`src/rtl/cps_pkg.sv`:
```
// constants and types for the control port and status pin block
package cps_pkg;

  // ----------------------------------------------------------------
  // clock and strap settling
  // ----------------------------------------------------------------
  localparam int CLK_PERIOD_NS  = 10;
  localparam int STRAP_WAIT_NS  = 100;
  localparam int STRAP_WAIT_CYC = (STRAP_WAIT_NS + CLK_PERIOD_NS - 1) / CLK_PERIOD_NS;
  localparam int CNT_W          = 8;

  // ----------------------------------------------------------------
  // four-level pin decode (3-bit thermometer from the pad comparators)
  // ----------------------------------------------------------------
  localparam int          THERM_W  = 3;
  localparam logic [1:0]  LVL_L    = 2'h0;   // tied low through resistor
  localparam logic [1:0]  LVL_R    = 2'h1;   // weak low
  localparam logic [1:0]  LVL_F    = 2'h2;   // floating
  localparam logic [1:0]  LVL_H    = 2'h3;   // tied high

  // ----------------------------------------------------------------
  // positions in the synchronised pin vector
  // ----------------------------------------------------------------
  localparam int P_SWING   = 0;
  localparam int P_MODE    = 3;
  localparam int P_P11LVL  = 6;
  localparam int P_P28LVL  = 9;
  localparam int P_EN      = 12;
  localparam int P_EN_DRV  = 13;
  localparam int P_P11     = 14;
  localparam int P_P11_DRV = 15;
  localparam int P_P13     = 16;
  localparam int P_P29     = 17;
  localparam int PIN_W     = 18;

  // ----------------------------------------------------------------
  // lock pin function codes
  // ----------------------------------------------------------------
  localparam logic [1:0] LOCK_FN_LOCK    = 2'h0;
  localparam logic [1:0] LOCK_FN_CARRIER = 2'h1;
  localparam logic [1:0] LOCK_FN_IRQ     = 2'h2;

  // ----------------------------------------------------------------
  // serial framing
  // ----------------------------------------------------------------
  localparam logic [4:0] BYTE_BITS      = 5'h08;
  localparam logic [4:0] SPI_FRAME_BITS = 5'h10;
  localparam logic [6:0] SMB_ADDR_BASE  = 7'h30;

  typedef enum logic [2:0] {
    IF_NONE = 3'b001,
    IF_SPI  = 3'b010,
    IF_SMB  = 3'b100
  } cps_iface_t;

  typedef enum logic [6:0] {
    ST_IDLE  = 7'b0000001,
    ST_SPI   = 7'b0000010,
    ST_ADDR  = 7'b0000100,
    ST_ACK   = 7'b0001000,
    ST_WBYTE = 7'b0010000,
    ST_RBYTE = 7'b0100000,
    ST_RACK  = 7'b1000000
  } cps_state_t;

endpackage

```
`src/rtl/cps_ctrl_pins.sv`:
```
// control port pin logic: interface strap, shared spi/smbus target, swing, enable, lock pin
`timescale 1ns/100ps

module cps_ctrl_pins
  import cps_pkg::*;
#(
  parameter logic [6:0] ADDR_BASE = SMB_ADDR_BASE
) (
  input  wire logic               clock,
  input  wire logic               rst,
  input  wire logic [THERM_W-1:0] cable_drive_swing_select,
  input  wire logic [THERM_W-1:0] mode_select_level,
  input  wire logic               enable_pin,
  input  wire logic               enable_driven,
  input  wire logic [THERM_W-1:0] pin11_level,
  input  wire logic               pin11_in,
  input  wire logic               pin11_driven,
  input  wire logic               pin13_in,
  output logic                    pin13_out,
  output logic                    pin13_oe,
  input  wire logic [THERM_W-1:0] pin28_level,
  output logic                    pin28_out,
  output logic                    pin28_oe,
  input  wire logic               pin29_in,
  output logic                    pin29_out,
  output logic                    pin29_oe,
  input  wire logic               reclock_locked,
  input  wire logic               carrier_present,
  input  wire logic               irq_pending,
  input  wire logic [1:0]         lock_pin_func,
  output logic                    lock_out,
  output logic                    lock_oe,
  output logic [1:0]              bidir_coax_port_swing,
  output logic [1:0]              aux_coax_driver_swing,
  output logic                    power_down,
  output logic                    spi_active,
  output logic                    smbus_active,
  output logic [6:0]              bus_address,
  output logic [7:0]              reg_addr,
  output logic [7:0]              reg_wdata,
  output logic                    reg_wr,
  output logic                    reg_rd,
  input  wire logic [7:0]         reg_rdata
);

  // ----------------------------------------------------------------
  // helpers
  // ----------------------------------------------------------------
  // bubbles in the thermometer code are tolerated by counting ones
  function automatic logic [1:0] lvl_decode(input logic [THERM_W-1:0] t);
    logic [1:0] n;
    n = 2'h0;
    for (int i = 0; i < THERM_W; i++) begin
      n = n + {1'b0, t[i]};
    end
    return n;
  endfunction

  function automatic logic [6:0] smb_addr(input logic [3:0] idx);
    return 7'(ADDR_BASE + {3'h0, idx});
  endfunction

  // ----------------------------------------------------------------
  // state
  // ----------------------------------------------------------------
  typedef struct packed {
    logic [PIN_W-1:0] meta;
    logic [PIN_W-1:0] sync;
    logic             scl_d;
    logic             sda_d;
    logic [CNT_W-1:0] settle;
    logic             straps_done;
    cps_iface_t       iface;
    logic [3:0]       addr_idx;
    logic [1:0]       swing;
    logic             power_down;
    logic             lock_oe;
    cps_state_t       state;
    logic [7:0]       shreg;
    logic [4:0]       bitcnt;
    logic             rw;
    logic             have_ptr;
    logic             bump;
    logic             first_drive;
    logic             miso;
    logic             sda_oe;
    logic [7:0]       reg_addr;
    logic [7:0]       reg_wdata;
    logic             reg_wr;
    logic             reg_rd;
  } cps_regs_t;

  localparam cps_regs_t REGS_RESET = '{iface: IF_NONE, state: ST_IDLE, default: '0};

  cps_regs_t st;
  cps_regs_t next_st;

  logic [PIN_W-1:0] raw;
  logic             en;
  logic             ss_n;
  logic             spi_sel;
  logic             smb;
  logic             c;
  logic             sda;
  logic             rise;
  logic             fall;
  logic             start;
  logic             stop;
  logic             carrier_present_flag_low;

  assign raw = {pin29_in, pin13_in, pin11_driven, pin11_in, enable_driven, enable_pin,
                pin28_level, pin11_level, mode_select_level, cable_drive_swing_select};

  // ----------------------------------------------------------------
  // next state
  // ----------------------------------------------------------------
  always_comb begin
    next_st        = st;
    next_st.meta   = raw;
    next_st.sync   = st.meta;
    next_st.reg_wr = 1'b0;
    next_st.reg_rd = 1'b0;

    en      = st.sync[P_EN] | ~st.sync[P_EN_DRV];
    ss_n    = st.sync[P_P11] | ~st.sync[P_P11_DRV];
    spi_sel = (st.iface == IF_SPI) && !ss_n;
    smb     = (st.iface == IF_SMB);
    c       = st.sync[P_P29];
    sda     = st.sync[P_P13];
    rise    = c & ~st.scl_d;
    fall    = ~c & st.scl_d;
    start   = smb & c & st.scl_d & st.sda_d & ~sda;
    stop    = smb & c & st.scl_d & ~st.sda_d & sda;
    next_st.scl_d = c;
    next_st.sda_d = sda;

    // straps are taken once, after the synchronisers have filled
    if (!st.straps_done) begin
      if (st.settle == CNT_W'(STRAP_WAIT_CYC - 1)) begin
        next_st.straps_done = 1'b1;
        next_st.addr_idx = {lvl_decode(st.sync[P_P28LVL +: THERM_W]),
                            lvl_decode(st.sync[P_P11LVL +: THERM_W])};
        if (lvl_decode(st.sync[P_MODE +: THERM_W]) == LVL_L) begin
          next_st.iface = IF_SMB;
        end else if (lvl_decode(st.sync[P_MODE +: THERM_W]) == LVL_F) begin
          next_st.iface = IF_SPI;
        end else begin
          next_st.iface = IF_NONE;
        end
      end else begin
        next_st.settle = CNT_W'(st.settle + 1'b1);
      end
    end

    next_st.swing      = lvl_decode(st.sync[P_SWING +: THERM_W]);
    next_st.power_down = ~en;

    carrier_present_flag_low = ~carrier_present;
    if (lock_pin_func == LOCK_FN_CARRIER) begin
      next_st.lock_oe = ~carrier_present_flag_low;
    end else if (lock_pin_func == LOCK_FN_IRQ) begin
      next_st.lock_oe = irq_pending;
    end else begin
      next_st.lock_oe = reclock_locked;
    end

    // read data is taken in the same cycle as the read strobe
    if (st.reg_rd) begin
      next_st.shreg = reg_rdata;
      if (st.state == ST_SPI) begin
        next_st.miso = reg_rdata[7];
      end else if (st.first_drive) begin
        next_st.sda_oe      = ~reg_rdata[7];
        next_st.shreg       = {reg_rdata[6:0], 1'b0};
        next_st.first_drive = 1'b0;
      end
    end

    if (start) begin
      next_st.state    = ST_ADDR;
      next_st.bitcnt   = 5'h00;
      next_st.sda_oe   = 1'b0;
      next_st.have_ptr = 1'b0; // a new transaction starts without a pointer
      next_st.bump     = 1'b0;
    end else if (stop) begin
      next_st.state  = ST_IDLE;
      next_st.sda_oe = 1'b0;
    end else begin
      case (st.state)
        ST_IDLE: begin
          if (spi_sel) begin
            next_st.state  = ST_SPI;
            next_st.bitcnt = 5'h00;
          end
        end
        ST_SPI: begin
          if (!spi_sel) begin
            next_st.state = ST_IDLE;
            next_st.miso  = 1'b0;
          end else if (rise && st.bitcnt < SPI_FRAME_BITS) begin
            next_st.shreg  = {st.shreg[6:0], sda};
            next_st.bitcnt = 5'(st.bitcnt + 1'b1);
            if (st.bitcnt == BYTE_BITS - 5'h01) begin
              next_st.rw       = st.shreg[6];
              next_st.reg_addr = {1'b0, st.shreg[5:0], sda};
              next_st.reg_rd   = st.shreg[6];
            end
            if (st.bitcnt == SPI_FRAME_BITS - 5'h01 && !st.rw) begin
              next_st.reg_wdata = {st.shreg[6:0], sda};
              next_st.reg_wr    = 1'b1;
            end
          end else if (fall && st.rw && st.bitcnt > BYTE_BITS) begin
            next_st.miso = st.shreg[7];
          end
        end
        ST_ADDR: begin
          if (rise) begin
            next_st.shreg  = {st.shreg[6:0], sda};
            next_st.bitcnt = 5'(st.bitcnt + 1'b1);
            if (st.bitcnt == BYTE_BITS - 5'h01) begin
              next_st.rw    = sda;
              next_st.state = (st.shreg[6:0] == smb_addr(st.addr_idx)) ? ST_ACK : ST_IDLE;
            end
          end
        end
        ST_ACK: begin
          if (fall) begin
            if (!st.sda_oe) begin
              next_st.sda_oe = 1'b1;
            end else begin
              next_st.sda_oe = 1'b0;
              next_st.bitcnt = 5'h00;
              if (st.bump) begin
                next_st.reg_addr = 8'(st.reg_addr + 1'b1);
                next_st.bump     = 1'b0;
              end
              if (st.rw) begin
                next_st.state       = ST_RBYTE;
                next_st.reg_rd      = 1'b1;
                next_st.first_drive = 1'b1;
              end else begin
                next_st.state = ST_WBYTE;
              end
            end
          end
        end
        ST_WBYTE: begin
          if (rise) begin
            next_st.shreg  = {st.shreg[6:0], sda};
            next_st.bitcnt = 5'(st.bitcnt + 1'b1);
            if (st.bitcnt == BYTE_BITS - 5'h01) begin
              next_st.state = ST_ACK;
              if (st.have_ptr) begin
                next_st.reg_wdata = {st.shreg[6:0], sda};
                next_st.reg_wr    = 1'b1;
                next_st.bump      = 1'b1;
              end else begin
                next_st.reg_addr = {st.shreg[6:0], sda};
                next_st.have_ptr = 1'b1;
              end
            end
          end
        end
        ST_RBYTE: begin
          if (rise) begin
            next_st.bitcnt = 5'(st.bitcnt + 1'b1);
          end else if (fall) begin
            if (st.bitcnt == BYTE_BITS) begin
              next_st.sda_oe = 1'b0;
              next_st.state  = ST_RACK;
            end else begin
              next_st.sda_oe = ~st.shreg[7];
              next_st.shreg  = {st.shreg[6:0], 1'b0};
            end
          end
        end
        ST_RACK: begin
          if (rise) begin
            if (!sda) begin
              next_st.reg_addr = 8'(st.reg_addr + 1'b1);
              next_st.reg_rd   = 1'b1;
              next_st.bitcnt   = 5'h00;
              next_st.state    = ST_RBYTE;
            end else begin
              next_st.state = ST_IDLE;
            end
          end
        end
        default: next_st.state = ST_IDLE;
      endcase
    end
  end

  always_ff @(posedge clock or posedge rst) begin
    if (rst) begin
      st <= REGS_RESET;
    end else begin
      st <= next_st;
    end
  end

  // ----------------------------------------------------------------
  // outputs
  // ----------------------------------------------------------------
  assign pin13_out             = 1'b0;
  assign pin13_oe              = st.sda_oe & (st.iface == IF_SMB);
  assign pin28_out             = st.miso;
  assign pin28_oe              = (st.state == ST_SPI);
  assign pin29_out             = 1'b0;
  assign pin29_oe              = 1'b0;
  assign lock_out              = 1'b0;
  assign lock_oe               = st.lock_oe;
  assign bidir_coax_port_swing = st.swing;
  assign aux_coax_driver_swing = st.swing;
  assign power_down            = st.power_down;
  assign spi_active            = (st.iface == IF_SPI);
  assign smbus_active          = (st.iface == IF_SMB);
  assign bus_address           = smb_addr(st.addr_idx);
  assign reg_addr              = st.reg_addr;
  assign reg_wdata             = st.reg_wdata;
  assign reg_wr                = st.reg_wr;
  assign reg_rd                = st.reg_rd;

endmodule

```
`config.mk`:
```
export PLATFORM = sky130hd
export DESIGN_NAME = cps_ctrl_pins
export DESIGN_NICKNAME = d
export VERILOG_FILES = /design/src/rtl/cps_pkg.sv /design/src/rtl/cps_ctrl_pins.sv
export SDC_FILE = /design/constraint.sdc
export NUM_CORES = 1
export LEC_CHECK = 0
export BUFFER_PORTS_ARGS = -buffer_cell sky130_fd_sc_hd__buf_2
export CORE_ASPECT_RATIO = 0.75
export CORE_MARGIN = 2
export CORE_UTILIZATION = 62
export DETAILED_ROUTE_END_ITERATION = 12
export PLACE_DENSITY = 0.85
export SLEW_MARGIN = 5
export SYNTH_ARGS = -nofsm -noshare
export SYNTH_HDL_FRONTEND = slang
export SYNTH_SLANG_ARGS = --single-unit
export TNS_END_PERCENT = 50
```
`constraint.sdc`:
```
create_clock -name clock -period 8.2 [get_ports clock]
set_input_delay 0.82 -clock clock [delete_from_list [all_inputs] [get_ports clock]]
set_output_delay 0.82 -clock clock [all_outputs]
set_load 0.02 [all_outputs]
```
==> out/metrics.cfg <==
[run_status]
outcome = complete, no violations

[logic_synthesis]
async_reset_ff_frac = 1.00
synth_mux_area_frac = 0.0755
synth-main-ff-cell = dfrtp_1
synth-simple-area-share = 0.156
synth_most_common_cell = dfrtp_1
yosysWarnings = 0
synthAdderAreaFrac = 0.0300
synthDistinctLibCells = 72
yosys.area_share.xor_xnor = 0.0305
synthTopCellsByArea = dfrtp_1, mux2_2, buf_4
synth_compound_area_frac = 0.133
ys_seq_elements = 102
yosysTopAreaCell = dfrtp_1
synth_top_family_by_area = simple AND/OR/NAND/NOR gates
synth_top_area_share = 0.484
synth_area_sq_um = 5170
synth.avg_cell_area_sq_um = 10.6
synth_edf_count = 0
ys_seq_area_frac = 0.494
synth_cells = 490
synthTopCellsByCount = dfrtp_1, nor2_1, buf_4, o21ai_0

[routing]
viasPerCell = 6.18
via_count = 3921
dr.pass1.iters = 5
wl_per_cell_microns = 18.1
ant_nets = 0
drt_iter0_drc = 441
drcViolationCount = 0
routed_wl_microns = 11500

[sta]
layout_min_cycle_time_ns = 3.32
setup_ws_ns = 4.88
fmax_mhz = 302
period_share = 0.404
finClkSkew_ns = 0.0169
setup_viol = 0
grt_setup_unrepaired = no
final.setup.tns_ns = 0
tightest_slew_ns = 0.970
hold_violations = 0
slew_headroom = 0.352
slew_violations = 0

[layout]
nFillCells = 584
num-nets-final = 567
drive_above_1_share = 0.225
antenna_cells = 0
area_growth_syn_to_layout_pct = 7.81

[pwr]
power_leakage_nw = 2.64
power_density_nw_per_um2 = 198
vdd_drop_max_mv = 0.163

[global_route]
grt_pass1_vias = 3737
antenna_found_initial = 0
grt_max_degree = 54
grt_use_total = 0.271
grt_overflow = 0
grt_pass1_wl_microns = 18900

[placed_design]
portBuffers = 65
gp_congestion = 0.963
place_ws_ns = 5.20
dp_hpwl_microns = 8220

[clock_network]
clk_path_buf_depth = 2
htree_levels = 3
post_cts_resized = 0
cts_tree = done
path_clk_slew_ns = 0.11
cts.root.buffer_cell = clkbuf_8
cts_buffers = 9
clk_latency_ns = 0.37
postCtsSetupRepairBufs = 0
hold_buffers = 0
clkSinkCount = 102

[critical_path]
crit_fanout = 17
cp.arrival_ns = 2.50
r2r_cells = 5
r2r-start = st[43]
r2r_slack_ns = 5.10
cp.required_ns = 7.38
rr_endpoint = reg_wdata[4]
setup.worst_path.end_class = output pin
start_kind = register
critPathKind = register to output pin

[min_path]
whs_path_depth = 0
hold_path_startpoint = next_st[77]
hold_path.class = register to register
holdPathEnd = st[77]

[floorplan]
die_w_microns = 109
io_pins = 73
rows = 28
die_y_microns = 83.1
coreArea_sq_um = 7990
dieArea_sq_um = 9100
start_util = 0.648

[job]
drv_cap = 0

-- where the power goes --
part	leakage (nW)	switching (mW)	internal (mW)	total [mW]
Clock	0.114	0.179	0.177	0.356
Sequential	1.29	0.0295	0.528	0.558
Combinational	1.23	0.116	0.0731	0.189
Total	2.64	0.324	0.779	1.10
-- state kept, by name, indices dropped and copies added (netlist names) --
signal and cells:
reg_addr 8, c 1, power_down 1, pin28_out 1, reg_wr 1, aux_coax_driver_swing 2
reg_wdata 8, st 59, lock_oe 1, next_st 19, reg_rd 1
-- per-layer routing --
layer	wire (microns)	track usage	vias to the layer above
met2	5370	0.399	198
met3	1000	0.0808	20
met4	113	0.0644	0
li1	-	-	1776
met1	4980	0.398	1927
met5	0	0	-
-- metrics by stage --
| step | instance area [sq um] | hold slack, ns | std cells | power (mW) | utilization |
|---|---|---|---|---|---|
| floorplan | 5190 | 0.331 | 495 | 0.713 | - |
| global placement | 5350 | 0.332 | 618 | 0.752 | 0.669 |
| detailed placement | 5350 | 0.335 | 618 | 0.754 | 0.669 |
| CTS | 5580 | 0.356 | 634 | 1.11 | 0.698 |
| global route | 5580 | 0.364 | 634 | 1.16 | 0.698 |
| finish | 5580 | 0.351 | 634 | 1.10 | 0.698 |
-- critical path, stage by stage, from the launching register on --
cell and delay (ns):
dfrtp_1 0.61, or4_4 0.64, or4_4 0.54, inv_1 0.15
buf_2 0.19
-- cells by family after synthesis --
logic type               Yosys count
multiplexers                      36
adder cells (fa/ha/maj)           10
other                              2
XOR/XNOR                          18
buffers and inverters             73
AO/OA/AOI/OAI                    101
flip-flops                       102
AND/OR/NAND/NOR                  148
-- how the worst max path moves through the flow --
stage	slack [ns]	end	from
after floorplan	4.71	aux_coax_driver_swing[0]	rst
after global placement	5.32	reg_wdata[4]	st[43]
after detailed placement	5.20	reg_wdata[4]	st[43]
after CTS	4.88	pin28_oe	st[41]
after global routing	4.77	pin28_oe	st[41]
final	4.88	pin28_oe	st[41]
-- placed cells by master, fill, tap and decap left out, drive strengths merged, types with 5 or more instances in the layout --
cell type,Yosys,routed
ha,6,6
nor3,12,12
mux2i,12,12
inv,23,25
mux2,24,24
clkbuf,9,10
nor2b,9,9
buf,41,68
o21ai,27,27
xnor2,10,10
nand4,5,5
or4,5,5
nand2b,6,6
conb,2,7
o2111ai,5,5
a31oi,8,8
dfrtp,100,100
a21oi,24,24
nor4,6,6
nand3,16,16
nand2,25,25
xor2,8,8
and3,8,8
nor2,37,37
-- layout make-up --
class	instances	area (sq um)	area share
clock buffers	10	128	0.0229
clock inverters	6	103	0.0184
inverters	23	88.8	0.0159
multi-input cells	320	2220	0.399
flip-flops and latches	102	2550	0.458
well taps	105	131	0.0236
repair buffers	68	348	0.0624
Power figures use the tool's default switching activity.
